<file path="src/fault_log_cfg.svh">
// register indices, field positions, reset values and timing counts of the fault log block
`ifndef FAULT_LOG_CFG_SVH
`define FAULT_LOG_CFG_SVH

// ---------------------------------------------------------------
// register indices (byte address is four times the index)
// ---------------------------------------------------------------
`define IDX_W              10
`define IDX_CONTENT        10'h06d
`define IDX_UV_LOW         10'h06e
`define IDX_UV_HI_OV_LO    10'h06f
`define IDX_OV_HIGH        10'h070
`define IDX_EW_LOW         10'h071
`define IDX_DEGLITCH       10'h074
`define IDX_LOCK           10'h08c
`define IDX_IRQ_STATUS     10'h090
`define IDX_IRQ_MASK       10'h091
`define IDX_LOG_BASE       10'h200
`define IDX_LOG_LAST       10'h20f

// ---------------------------------------------------------------
// field positions
// ---------------------------------------------------------------
`define CONTENT_SEL_MSB    1
`define CONTENT_SEL_LSB    0
`define CONTENT_EXT_BIT    2
`define CONTENT_USED_MASK  8'h07
`define DEGLITCH_MSB       6
`define DEGLITCH_LSB       5
`define LOCK_BIT           1
`define IRQ_DONE_BIT       0
`define IRQ_BLOCKED_BIT    1
`define IRQ_USED_MASK      8'h03
`define LOG_EXT_BIT        5
`define LOG_FLAG_LAST      4'h2
`define LOG_ADC_FIRST      4'h3
`define LOG_ENTRY_LAST     4'hf

// ---------------------------------------------------------------
// reset values and counts
// ---------------------------------------------------------------
`define RST_BYTE           8'h00
`define RST_SEL2           2'h0
`define DEGLITCH_BASE      5'h02
`define CNT_ZERO           5'h00
`define CNT_ONE            5'h01

`endif

</file>
<file path="src/fault_log_pkg.sv">
// types shared by the fault log block
package fault_log_pkg;

    // ---------------------------------------------------------------
    // log writer states, gray coded along idle -> write -> lock
    // ---------------------------------------------------------------
    typedef enum logic [1:0]
    {
        ST_IDLE  = 2'h0,
        ST_WRITE = 2'h1,
        ST_LOCK  = 2'h3
    } log_state_t;

endpackage

</file>
<file path="src/critical_fault_log_trigger_config.sv">
// critical fault log trigger selection, configuration registers and log writer
// Function
// - two-bit content field: 00 flags+adc, 01 flags, 10 adc, 11 nothing
// - content bit 2 set starts a log while the external fault line is low
// - index 0x6e bits 0-7 enable undervoltage logging for inputs 1-8
// - index 0x6f bits 0-3 enable undervoltage logging for inputs 9-12
// - index 0x6f bits 4-7 enable overvoltage logging for inputs 1-4
// - index 0x70 bits 0-7 enable overvoltage logging for inputs 5-12
// - index 0x71 bits 0-7 enable early-warning logging for inputs 1-8
// - storing an entry locks the log; writing zero to lock bit re-enables it
// - entries hold reserved, two flag bytes, then thirteen 8-bit adc results
// - a voltage faults only after 2, 4, 8 or 16 consecutive bad conversions
`timescale 1ns/1ps
`include "fault_log_cfg.svh"

module critical_fault_log_trigger_config #(
    parameter int CHANNELS = 12,
    parameter int EW_CHANNELS = 8
) (
    // clock and reset
    input  wire logic                  clk_sys,
    input  wire logic                  rst_b,
    // apb slave
    input  wire logic                  psel,
    input  wire logic                  penable,
    input  wire logic                  pwrite,
    input  wire logic [11:0]           paddr,
    input  wire logic [31:0]           pwdata,
    output logic      [31:0]           prdata,
    output logic                       pready,
    output logic                       pslverr,
    // comparator and adc inputs
    input  wire logic                  conv_done,
    input  wire logic [CHANNELS-1:0]   uv_raw,
    input  wire logic [CHANNELS-1:0]   ov_raw,
    input  wire logic [EW_CHANNELS-1:0] ew_raw,
    input  wire logic [CHANNELS*8-1:0] adc_value,
    input  wire logic [7:0]            current_adc_value,
    input  wire logic                  external_fault_line_b,
    // status
    output logic                       irq,
    output logic                       log_locked,
    output logic                       log_busy
);

    localparam int FLT_W = 2 * CHANNELS + EW_CHANNELS;

    generate
        if (CHANNELS != 12 || EW_CHANNELS != 8)
        begin : g_check
            $error("register layout serves twelve inputs and eight early-warning inputs");
        end
    endgenerate

    // ---------------------------------------------------------------
    // state
    // ---------------------------------------------------------------
    typedef struct packed {
        logic [7:0]                 content;
        logic [7:0]                 uv_low;
        logic [7:0]                 uv_hi_ov_lo;
        logic [7:0]                 ov_high;
        logic [7:0]                 ew_low;
        logic [1:0]                 deglitch;
        logic                       lock;
        logic [7:0]                 irq_status;
        logic [7:0]                 irq_mask;
        fault_log_pkg::log_state_t  st;
        logic [3:0]                 idx;
        logic [1:0]                 sel_snap;
        logic [15:0]                flag_snap;
        logic [31:0]                rdata;
        logic                       ready;
        logic                       err;
        logic                       irq_out;
    } ctrl_state_t;

    ctrl_state_t s_reg;
    ctrl_state_t s_next;

    // ---------------------------------------------------------------
    // helpers
    // ---------------------------------------------------------------
    function automatic logic [4:0] deglitch_need(input logic [1:0] sel);
        deglitch_need = 5'(`DEGLITCH_BASE << sel);
    endfunction

    function automatic logic is_mapped(input logic [`IDX_W-1:0] idx);
        is_mapped = (idx == `IDX_CONTENT) || (idx == `IDX_UV_LOW) ||
                    (idx == `IDX_UV_HI_OV_LO) || (idx == `IDX_OV_HIGH) ||
                    (idx == `IDX_EW_LOW) || (idx == `IDX_DEGLITCH) ||
                    (idx == `IDX_LOCK) || (idx == `IDX_IRQ_STATUS) ||
                    (idx == `IDX_IRQ_MASK) ||
                    ((idx >= `IDX_LOG_BASE) && (idx <= `IDX_LOG_LAST));
    endfunction

    // ---------------------------------------------------------------
    // deglitch and log storage
    // ---------------------------------------------------------------
    logic [FLT_W-1:0]  flt;
    logic [CHANNELS-1:0] uv_flt;
    logic [CHANNELS-1:0] ov_flt;
    logic [EW_CHANNELS-1:0] ew_flt;
    logic              wr_en;
    logic [7:0]        wr_data;
    logic [3:0]        rd_idx;
    logic [7:0]        rd_data;

    fault_deglitch #(
        .CHANNELS (FLT_W)
    ) u_deglitch (
        .clk_sys  (clk_sys),
        .rst_b    (rst_b),
        .sample   (conv_done),
        .raw      ({ew_raw, ov_raw, uv_raw}),
        .need     (deglitch_need(s_reg.deglitch)),
        .filtered (flt)
    );

    assign uv_flt = flt[CHANNELS-1:0];
    assign ov_flt = flt[2*CHANNELS-1:CHANNELS];
    assign ew_flt = flt[FLT_W-1:2*CHANNELS];

    fault_log_store #(
        .ENTRIES (16)
    ) u_store (
        .clk_sys (clk_sys),
        .rst_b   (rst_b),
        .wr_en   (wr_en),
        .wr_idx  (s_reg.idx),
        .wr_data (wr_data),
        .rd_idx  (rd_idx),
        .rd_data (rd_data)
    );

    // ---------------------------------------------------------------
    // trigger selection
    // ---------------------------------------------------------------
    logic [CHANNELS-1:0]   uv_en;
    logic [CHANNELS-1:0]   ov_en;
    logic [CHANNELS-1:0]   uv_hit;
    logic [CHANNELS-1:0]   ov_hit;
    logic [EW_CHANNELS-1:0] ew_hit;
    logic                  ext_hit;
    logic [CHANNELS-1:0]   mon_hit;
    logic                  trigger;

    assign uv_en   = {s_reg.uv_hi_ov_lo[3:0], s_reg.uv_low};
    assign ov_en   = {s_reg.ov_high, s_reg.uv_hi_ov_lo[7:4]};
    assign uv_hit  = uv_flt & uv_en;
    assign ov_hit  = ov_flt & ov_en;
    assign ew_hit  = ew_flt & s_reg.ew_low;
    assign ext_hit = s_reg.content[`CONTENT_EXT_BIT] & ~external_fault_line_b;
    assign mon_hit = uv_hit | ov_hit | {4'h0, ew_hit};
    assign trigger = (|mon_hit) | ext_hit;

    // ---------------------------------------------------------------
    // log byte source
    // ---------------------------------------------------------------
    logic [3:0] adc_idx;
    logic       flags_on;
    logic       adc_on;

    assign adc_idx  = s_reg.idx - `LOG_ADC_FIRST;
    assign flags_on = ~s_reg.sel_snap[1];
    assign adc_on   = ~s_reg.sel_snap[0];

    always_comb
    begin
        wr_data = `RST_BYTE;
        wr_en   = 1'b0;
        if (s_reg.st == fault_log_pkg::ST_WRITE)
        begin
            if (s_reg.idx <= `LOG_FLAG_LAST)
            begin
                wr_en   = flags_on;
                wr_data = (s_reg.idx == 4'h0) ? `RST_BYTE :
                          (s_reg.idx == 4'h1) ? s_reg.flag_snap[7:0] :
                          s_reg.flag_snap[15:8];
            end
            else
            begin
                wr_en   = adc_on;
                wr_data = (s_reg.idx == `LOG_ENTRY_LAST) ? current_adc_value :
                          adc_value[adc_idx*8 +: 8];
            end
        end
    end

    // ---------------------------------------------------------------
    // apb decode
    // ---------------------------------------------------------------
    logic [`IDX_W-1:0] a_idx;
    logic              a_ok;
    logic              access;
    logic              wr_acc;

    assign a_idx  = paddr[11:2];
    assign a_ok   = (paddr[1:0] == 2'h0) && is_mapped(a_idx);
    assign access = psel & penable & s_reg.ready;
    assign wr_acc = access & pwrite & a_ok;
    assign rd_idx = a_idx[3:0];

    // ---------------------------------------------------------------
    // next state
    // ---------------------------------------------------------------
    always_comb
    begin
        logic [7:0] wb;
        logic [7:0] ev;
        logic [7:0] rb;
        wb = pwdata[7:0];
        ev = `RST_BYTE;
        rb = `RST_BYTE;
        s_next = s_reg;

        // one wait state: ready rises in the second access cycle
        s_next.ready = psel & penable & ~s_reg.ready;
        s_next.err   = 1'b0;

        if (wr_acc)
        begin
            case (a_idx)
                `IDX_CONTENT:     s_next.content = wb & `CONTENT_USED_MASK;
                `IDX_UV_LOW:      s_next.uv_low = wb;
                `IDX_UV_HI_OV_LO: s_next.uv_hi_ov_lo = wb;
                `IDX_OV_HIGH:     s_next.ov_high = wb;
                `IDX_EW_LOW:      s_next.ew_low = wb;
                `IDX_DEGLITCH:    s_next.deglitch = wb[`DEGLITCH_MSB:`DEGLITCH_LSB];
                `IDX_LOCK:        s_next.lock = wb[`LOCK_BIT];
                `IDX_IRQ_MASK:    s_next.irq_mask = wb & `IRQ_USED_MASK;
                default:          s_next.lock = s_reg.lock;
            endcase
        end

        // log writer
        case (s_reg.st)
            fault_log_pkg::ST_IDLE:
            begin
                // selection 11 turns the logger off entirely, so no lock is taken
                if (trigger && s_reg.content[1:0] != 2'h3)
                begin
                    if (s_reg.lock)
                        ev[`IRQ_BLOCKED_BIT] = 1'b1;
                    else
                    begin
                        s_next.st        = fault_log_pkg::ST_WRITE;
                        s_next.idx       = 4'h0;
                        s_next.sel_snap  = s_reg.content[1:0];
                        s_next.flag_snap = {2'h0, ext_hit, 1'b0, mon_hit};
                    end
                end
            end
            fault_log_pkg::ST_WRITE:
            begin
                s_next.idx = s_reg.idx + 4'h1;
                if (s_reg.idx == `LOG_ENTRY_LAST)
                    s_next.st = fault_log_pkg::ST_LOCK;
            end
            fault_log_pkg::ST_LOCK:
            begin
                s_next.lock = 1'b1;
                ev[`IRQ_DONE_BIT] = 1'b1;
                s_next.st = fault_log_pkg::ST_IDLE;
            end
            default:
                s_next.st = fault_log_pkg::ST_IDLE;
        endcase

        // sticky events: a set in the same cycle as a write-one clear wins
        if (wr_acc && a_idx == `IDX_IRQ_STATUS)
            s_next.irq_status = s_reg.irq_status & ~wb;
        s_next.irq_status = s_next.irq_status | ev;
        s_next.irq_out    = |(s_next.irq_status & s_next.irq_mask);

        // read data prepared during the wait cycle
        case (a_idx)
            `IDX_CONTENT:     rb = s_reg.content;
            `IDX_UV_LOW:      rb = s_reg.uv_low;
            `IDX_UV_HI_OV_LO: rb = s_reg.uv_hi_ov_lo;
            `IDX_OV_HIGH:     rb = s_reg.ov_high;
            `IDX_EW_LOW:      rb = s_reg.ew_low;
            `IDX_DEGLITCH:    rb[`DEGLITCH_MSB:`DEGLITCH_LSB] = s_reg.deglitch;
            `IDX_LOCK:        rb[`LOCK_BIT] = s_reg.lock;
            `IDX_IRQ_STATUS:  rb = s_reg.irq_status;
            `IDX_IRQ_MASK:    rb = s_reg.irq_mask;
            default:          rb = (a_idx >= `IDX_LOG_BASE) ? rd_data : `RST_BYTE;
        endcase
        s_next.rdata = `RST_BYTE;
        if (s_next.ready)
        begin
            s_next.rdata = {24'h0, (pwrite || !a_ok) ? `RST_BYTE : rb};
            // writes into the log area are refused: the entries are read-only
            s_next.err = ~a_ok || (pwrite && a_idx >= `IDX_LOG_BASE) ||
                         (pwrite && a_idx == `IDX_IRQ_STATUS && 1'b0);
        end
    end

    // ---------------------------------------------------------------
    // registers
    // ---------------------------------------------------------------
    always_ff @(posedge clk_sys or negedge rst_b)
    begin
        if (!rst_b)
        begin
            s_reg <= '0;
            s_reg.st <= fault_log_pkg::ST_IDLE;
            s_reg.deglitch <= `RST_SEL2;
        end
        else
            s_reg <= s_next;
    end

    assign prdata     = s_reg.rdata;
    assign pready     = s_reg.ready;
    assign pslverr    = s_reg.err;
    assign irq        = s_reg.irq_out;
    assign log_locked = s_reg.lock;
    assign log_busy   = s_reg.st[0]; // gray bit 0 is set in both busy states, so a flop drives the pin

endmodule // critical_fault_log_trigger_config

</file>
<file path="src/fault_deglitch.sv">
// consecutive-conversion deglitch filter for a group of comparator outputs
`timescale 1ns/1ps
`include "fault_log_cfg.svh"

module fault_deglitch #(
    parameter int CHANNELS = 32
) (
    // clock and reset
    input  wire logic                clk_sys,
    input  wire logic                rst_b,
    // conversion results
    input  wire logic                sample,
    input  wire logic [CHANNELS-1:0] raw,
    input  wire logic [4:0]          need,
    // filtered faults
    output logic      [CHANNELS-1:0] filtered
);

    generate
        if (CHANNELS < 1)
        begin : g_check
            $error("fault_deglitch needs at least one channel");
        end
    endgenerate

    typedef struct packed {
        logic [CHANNELS-1:0][4:0] cnt;
        logic [CHANNELS-1:0]      flt;
    } deglitch_state_t;

    deglitch_state_t state_reg;
    deglitch_state_t state_next;

    // counters saturate at the target so a long fault never wraps back to clear
    always_comb
    begin
        state_next = state_reg;
        for (int i = 0; i < CHANNELS; i++)
        begin
            if (sample)
            begin
                if (!raw[i])
                    state_next.cnt[i] = `CNT_ZERO;
                else if (state_reg.cnt[i] < need)
                    state_next.cnt[i] = state_reg.cnt[i] + `CNT_ONE;
            end
            state_next.flt[i] = (state_next.cnt[i] >= need);
        end
    end

    always_ff @(posedge clk_sys or negedge rst_b)
    begin
        if (!rst_b)
            state_reg <= '0;
        else
            state_reg <= state_next;
    end

    assign filtered = state_reg.flt;

endmodule // fault_deglitch

</file>
<file path="src/fault_log_store.sv">
// sixteen-byte fault log storage held in flip-flops
`timescale 1ns/1ps
`include "fault_log_cfg.svh"

module fault_log_store #(
    parameter int ENTRIES = 16
) (
    // clock and reset
    input  wire logic                       clk_sys,
    input  wire logic                       rst_b,
    // write port
    input  wire logic                       wr_en,
    input  wire logic [$clog2(ENTRIES)-1:0] wr_idx,
    input  wire logic [7:0]                 wr_data,
    // read port
    input  wire logic [$clog2(ENTRIES)-1:0] rd_idx,
    output logic      [7:0]                 rd_data
);

    generate
        if (ENTRIES != 16)
        begin : g_check
            $error("fault_log_store layout needs exactly sixteen entries");
        end
    endgenerate

    typedef struct packed {
        logic [ENTRIES-1:0][7:0] mem;
    } store_state_t;

    store_state_t state_reg;
    store_state_t state_next;

    always_comb
    begin
        state_next = state_reg;
        if (wr_en)
            state_next.mem[wr_idx] = wr_data;
    end

    always_ff @(posedge clk_sys or negedge rst_b)
    begin
        if (!rst_b)
            state_reg <= '0;
        else
            state_reg <= state_next;
    end

    assign rd_data = state_reg.mem[rd_idx];

endmodule // fault_log_store

</file>
<file path="config.mk">
export PLATFORM = sky130hd
export DESIGN_NAME = critical_fault_log_trigger_config
export DESIGN_NICKNAME = d
export VERILOG_FILES = /design/src/fault_log_pkg.sv /design/src/critical_fault_log_trigger_config.sv /design/src/fault_deglitch.sv /design/src/fault_log_store.sv
export VERILOG_INCLUDE_DIRS = /design/src
export SDC_FILE = /design/constraint.sdc
export NUM_CORES = 1
export LEC_CHECK = 0
export BUFFER_PORTS_ARGS = -buffer_cell sky130_fd_sc_hd__clkbuf_2
export CORE_MARGIN = 5
export CORE_UTILIZATION = 25
export CTS_CLUSTER_SIZE = 14
export DETAILED_ROUTE_END_ITERATION = 16
export PLACE_DENSITY = 0.43
export SYNTH_ARGS = -nofsm -noshare
export SYNTH_HDL_FRONTEND = slang
export SYNTH_SLANG_ARGS = --single-unit
</file>
<file path="constraint.sdc">
create_clock -name clk_sys -period 11.56 [get_ports clk_sys]
set_clock_uncertainty 0.15 [all_clocks]
set_input_delay 0.578 -clock clk_sys [delete_from_list [all_inputs] [get_ports clk_sys]]
set_output_delay 0.578 -clock clk_sys [all_outputs]
set_load 0.03 [all_outputs]
</file>
After elaboration in Yosys (flattened, before gate mapping)
Index checks and enable logic that the tools add are counted.
{"block": "totals", "in_bits": 187, "elab_cells": 382, "reg_bits": 430}
{"block": "classes", "order_cmp": 70, "shift": 2, "mux": 132, "bitwise_logic": 22, "addsub": 34, "reduce_logical": 39, "eq_ne": 17}
{"operator": "two-way mux 5 bit", "count": 96}
{"operator": "adder 5 x 1 -> 5 bit (second input constant)", "count": 32}
{"operator": "greater-or-equal comparator 5 bit", "count": 32}
{"operator": "less-than comparator 5 bit", "count": 32}
{"operator": "bitwise mux 128 bit", "count": 1}
{"operator": "two-way mux 8 bit", "count": 13}
{"operator": "variable part select 96 x 8 -> 8 bit", "count": 1}
{"operator": "equality test 10 x 7 -> 1 bit (second input constant)", "count": 6}
{"operator": "two-way mux 24 bit", "count": 2}
{"operator": "binary-select mux 8 bit (select 4 bit)", "count": 1}
{"operator": "demux 8 bit (select 4 bit)", "count": 1}
{"operator": "equality test 10 x 8 -> 1 bit (second input constant)", "count": 3}
{"operator": "bitwise AND 12 bit", "count": 2}
{"operator": "bitwise AND 8 bit", "count": 3}
{"operator": "one-hot mux 3 bit (8 select lines)", "count": 1}
{"operator": "one-hot mux 2 bit (8 select lines)", "count": 1}
{"operator": "AND reduction 2 bit", "count": 7}
{"operator": "OR 12 bit", "count": 1}
{"operator": "OR 12 x 8 -> 12 bit", "count": 1}
{"operator": "OR reduction 12 bit", "count": 1}
{"operator": "logical OR 1 bit", "count": 11}
{"operator": "greater-or-equal comparator 10 bit (second input constant)", "count": 1}
{"operator": "<= comparator 10 bit (second input constant)", "count": 1}
{"operator": "less-than comparator 4 x 5 -> 1 bit (second input constant)", "count": 2}
{"operator": "32 further kinds", "count": 64}

Depth between registers and ports, before layout
{"block": "depth", "depth_word": 17, "ltp_mapped": 13, "mapped_depth_nobuf": 13}

Modules after synthesis
From an unflattened synthesis, not the netlist that was laid out.
{"block": "hier_totals", "hier_cells": 2409, "hier_area_um2": 26420.3}
{"module": "fault_deglitch", "n_inst": 1, "area_each_um2": 15203.3, "cells_each": 1564}
{"module": "fault_log_store", "n_inst": 1, "area_each_um2": 5915.7, "cells_each": 365}
{"module": "critical_fault_log_trigger_config", "n_inst": 1, "area_each_um2": 5301.3, "cells_each": 480}

Least setup slack after synthesis
No wires, ideal clock.
{"block": "synth_timing", "path_type": "register to register", "startpoint": "reg s_reg[77] (netlist bit)", "endpoint": "reg u_deglitch.state_reg, in the netlist u_deglitch.filtered[25]", "arrival_ns": 3.900, "stages_incl_launch_ff": 14, "path_slack_ns": 7.388, "path_cell_list": "dfrtp_1 > nand2b_1 > ha_1 > o21a_1 > o21a_1 > o21ai_0 > nor2b_1 > nand4_1 > o211ai_1 > ha_1 > o21a_1 > o21a_1 > o21ai_0 > nand2b_1"}
{"item": "from (decl)", "line_no": "critical_fault_log_trigger_config.sv:78", "source": "ctrl_state_t s_reg;"}
{"item": "from (signal assigned)", "line_no": "critical_fault_log_trigger_config.sv:311", "source": "s_reg <= s_next;"}
{"item": "to (signal assigned)", "line_no": "fault_deglitch.sv:56", "source": "state_reg <= state_next;"}
{"item": "to (decl)", "line_no": "fault_deglitch.sv:31", "source": "deglitch_state_t state_reg;"}

==> results.ini <==
[outcome]
status = complete, no violations

[clocking]
cts_tree = built
cts_buffers = 51
cts_root_buf = clkbuf_16
hold_buffers = 1
cts_resized = 0
insertion_delay_ns = 0.60
cts_num_sinks = 406
cts_setup_buffers = 0
h-tree-depth = 2
path_clk_slew_ns = 0.06
clock_path_buffers = 3

[critical_path]
critPathKind = reg -> reg
arrival_ns = 5.08
crit_start = s_reg[77]
crit_chain = or2_2 -> buf_4 -> ha_1 -> o21a_1 -> o21a_1 -> o21ai_0 -> nor2b_1 -> nand4_1 -> o211ai_1 -> ha_1 -> o21a_1 -> o21a_1 -> o21ai_0 -> nand2b_1
crit_path_start_kind = register
cp-end-kind = register
crit_path_frequent_cell = o21a_1
reg2reg_from = s_reg[77]
cp_max_fo = 36
crit_slowest_cell = or2_2
slowest_delay_ns = 0.78
crit_buf_inv = 1
cp.required_ns = 11.88
crit_family = compound AO/OA/AOI/OAI gates

[logic_synthesis]
seq_area_frac_synth = 0.401
synthDistinctLibCells = 69
yosysWarnings = 0
synth_edf_count = 0
syn_area_um2 = 25400
netlist.area_leader.share = 0.401
syn_avg_cell_area_um2 = 11.4
synth_area_leader_cell = dfrtp_1
synth_area_leaders = dfrtp_1 40%, ha_1 14%, mux4_2 5.7%
synth_ff_type = dfrtp_1
synth-seq-cells = 406
syn_inst = 2218
ys_async_sr_fraction = 1.00

[sta]
drv_slew = 0
hold_violations = 0
holdWs_ns = 0.0899
rsz0062_at_grt = false
clock.fmax_mhz = 210
period_share = 0.411
tns_ns = 0
worst_slew_pin_slew_ns = 1.10
setup_violations = 0
period_needed_ns = 4.75
relSlewSlack = 0.267

[power]
p_int_w = 0.00324
cellPowerDensity_nw_per_um2 = 161
power_frac_seq = 0.381
p_clk_frac = 0.365
switchingPower_w = 0.00149
pwr-share-comb = 0.254
p_leak_nw = 13.3
netSwitchingFraction = 0.315
ir_drop_mv = 0.107

[routing]
num_vias = 17900
drc_errors = 0
routed_wl_um = 70900
drtIter0Drc = 866
dr.pass1.iters = 5
via_per_inst = 4.74
wire_per_inst_um = 18.8
postRouteAntennaNets = 0

[global_routing]
grt_antenna_before_repair = 10
grt_overflow = 0
grt_pass1_wl_um = 111000
grt_usage = 0.130
grt_pass1_vias = 18900
grt_max_degree = 164

[place]
dp_cells = 3681
gp_congestion = 0.810
numPortBuffers = 175
dp_hpwl_um = 49700

[floorplan]
num_rows = 116
die_area_um2 = 108000
core_um2 = 100000
initial_core_util = 0.252
die_w_um = 328
die-height_um = 328
ios = 224

[layout]
layout.cells.non_filler = 3777
nets = 2857
layout-drive-gt1-share = 0.202
n_fill_cell = 10500
diodes = 0
syn2layout_area_growth_pct = 15.9
largest_reg_flops = 160

[flow_run]
maxCapViolations = 0

[worst_hold_path]
min_path_type = in -> reg
min-delay-start = penable

[final timing paths]
| path | endpoint | slack [ns] | cells past startpoint |
|---|---|---|---|
| min reg2reg | u_store.state_reg[55] | 0.34 | 1 |
| min in group asynchronous | u_store.state_reg[84] | 0.53 | 2 |
| max | u_deglitch.filtered[19] | 6.81 | 14 |
| max reg2reg | u_deglitch.filtered[19] | 6.81 | 14 |
| max in group asynchronous | s_reg[35] | 8.43 | 4 |
| min | pready | 0.09 | 3 |
[layout make-up]
| type | count | area, um^2 | area share |
|---|---|---|---|
| Multi-Input combinational cell | 1711 | 14600 | 0.498 |
| Sequential cell | 406 | 10200 | 0.346 |
| Tap cell | 1357 | 1700 | 0.0578 |
| Clock buffer | 66 | 1430 | 0.0488 |
| Timing Repair Buffer | 191 | 1020 | 0.0348 |
| Clock inverter | 29 | 373 | 0.0127 |
| Inverter | 17 | 63.8 | 0.00217 |
[power by group through the flow]
| stage | registers (W) | clock network, W | logic, W |
|---|---|---|---|
| 4_1_cts | 0.00181 | 0.00179 | 0.00123 |
| 5_1_grt | 0.00183 | 0.00184 | 0.00139 |
| 3_3_place_gp | 0.00182 | 0 | 0.00119 |
| 6_report | 0.00181 | 0.00173 | 0.00120 |
| 2_1_floorplan | 0.00177 | 0 | 0.000924 |
| 3_5_place_dp | 0.00183 | 0 | 0.00121 |
[cells in the mapped netlist, types with 40 or more instances]
library cell / n
nor2b_1: 45
dfrtp_1: 406
mux2_1: 50
o21ai_0: 61
o21a_1: 156
nand3_1: 43
nand2b_1: 57
nand4_1: 60
nor3_1: 40
clkbuf_1: 42
mux4_2: 64
xnor2_1: 103
nand2_1: 90
mux2_2: 112
ha_1: 292
nor2_1: 157
[routing by layer]
| metal | track usage | share of wire | routed length [um] |
|---|---|---|---|
| met4 | 0.0326 | 0.023 | 1610 |
| met2 | 0.219 | 0.47 | 33500 |
| met3 | 0.0297 | 0.050 | 3550 |
| met5 | 0 | 0.0014 | 96 |
| met1 | 0.168 | 0.45 | 32100 |
[worst min-delay path: stages]
cell and delay, ns:
clkbuf_2 0.08, nand2_1 0.07, nor2_1 0.06
[layout by cell type, fill, tap and decap left out, types with 18 or more instances in the layout]
master,netlist,layout
mux4_2,64,64
ha_1,292,292
nand2b_1,57,55
nor2b_1,45,45
conb_1,1,24
dfrtp_1,406,405
nand2_1,90,89
o21a_1,156,156
nor2_1,157,157
nand4_1,60,60
nor4bb_1,31,31
clkbuf_2,0,173
xor2_1,27,27
mux2_1,50,50
xnor2_1,103,103
o21ai_0,61,61
nand3_1,43,43
a21oi_1,37,36
o211ai_1,18,18
nor3_1,40,40
clkbuf_16,0,52
a22oi_1,20,20
mux2_2,112,112
nor3b_1,33,33
[logic make-up after synthesis]
kind of cell,synth area share
AOI/OAI and AO/OA,0.107
xor gates and xnor gates,0.0456
adders and majority gates,0.144
buffers and inverters,0.0259
DFF,0.401
muxes,0.134
other,0.000148
and+or+nand+nor,0.143
[through the flow]
step,utilization,worst slack [ns],cell area [um^2],power (W)
final,0.293,6.81,29400,0.00474
after floorplan,-,7.39,25400,0.00269
after CTS,0.293,6.72,29400,0.00483
after global routing,0.293,6.38,29400,0.00507
after detailed placement,0.275,6.76,27600,0.00304
after global placement,0.275,6.76,27600,0.00301
Note: power is estimated with default switching activity, not from simulation.
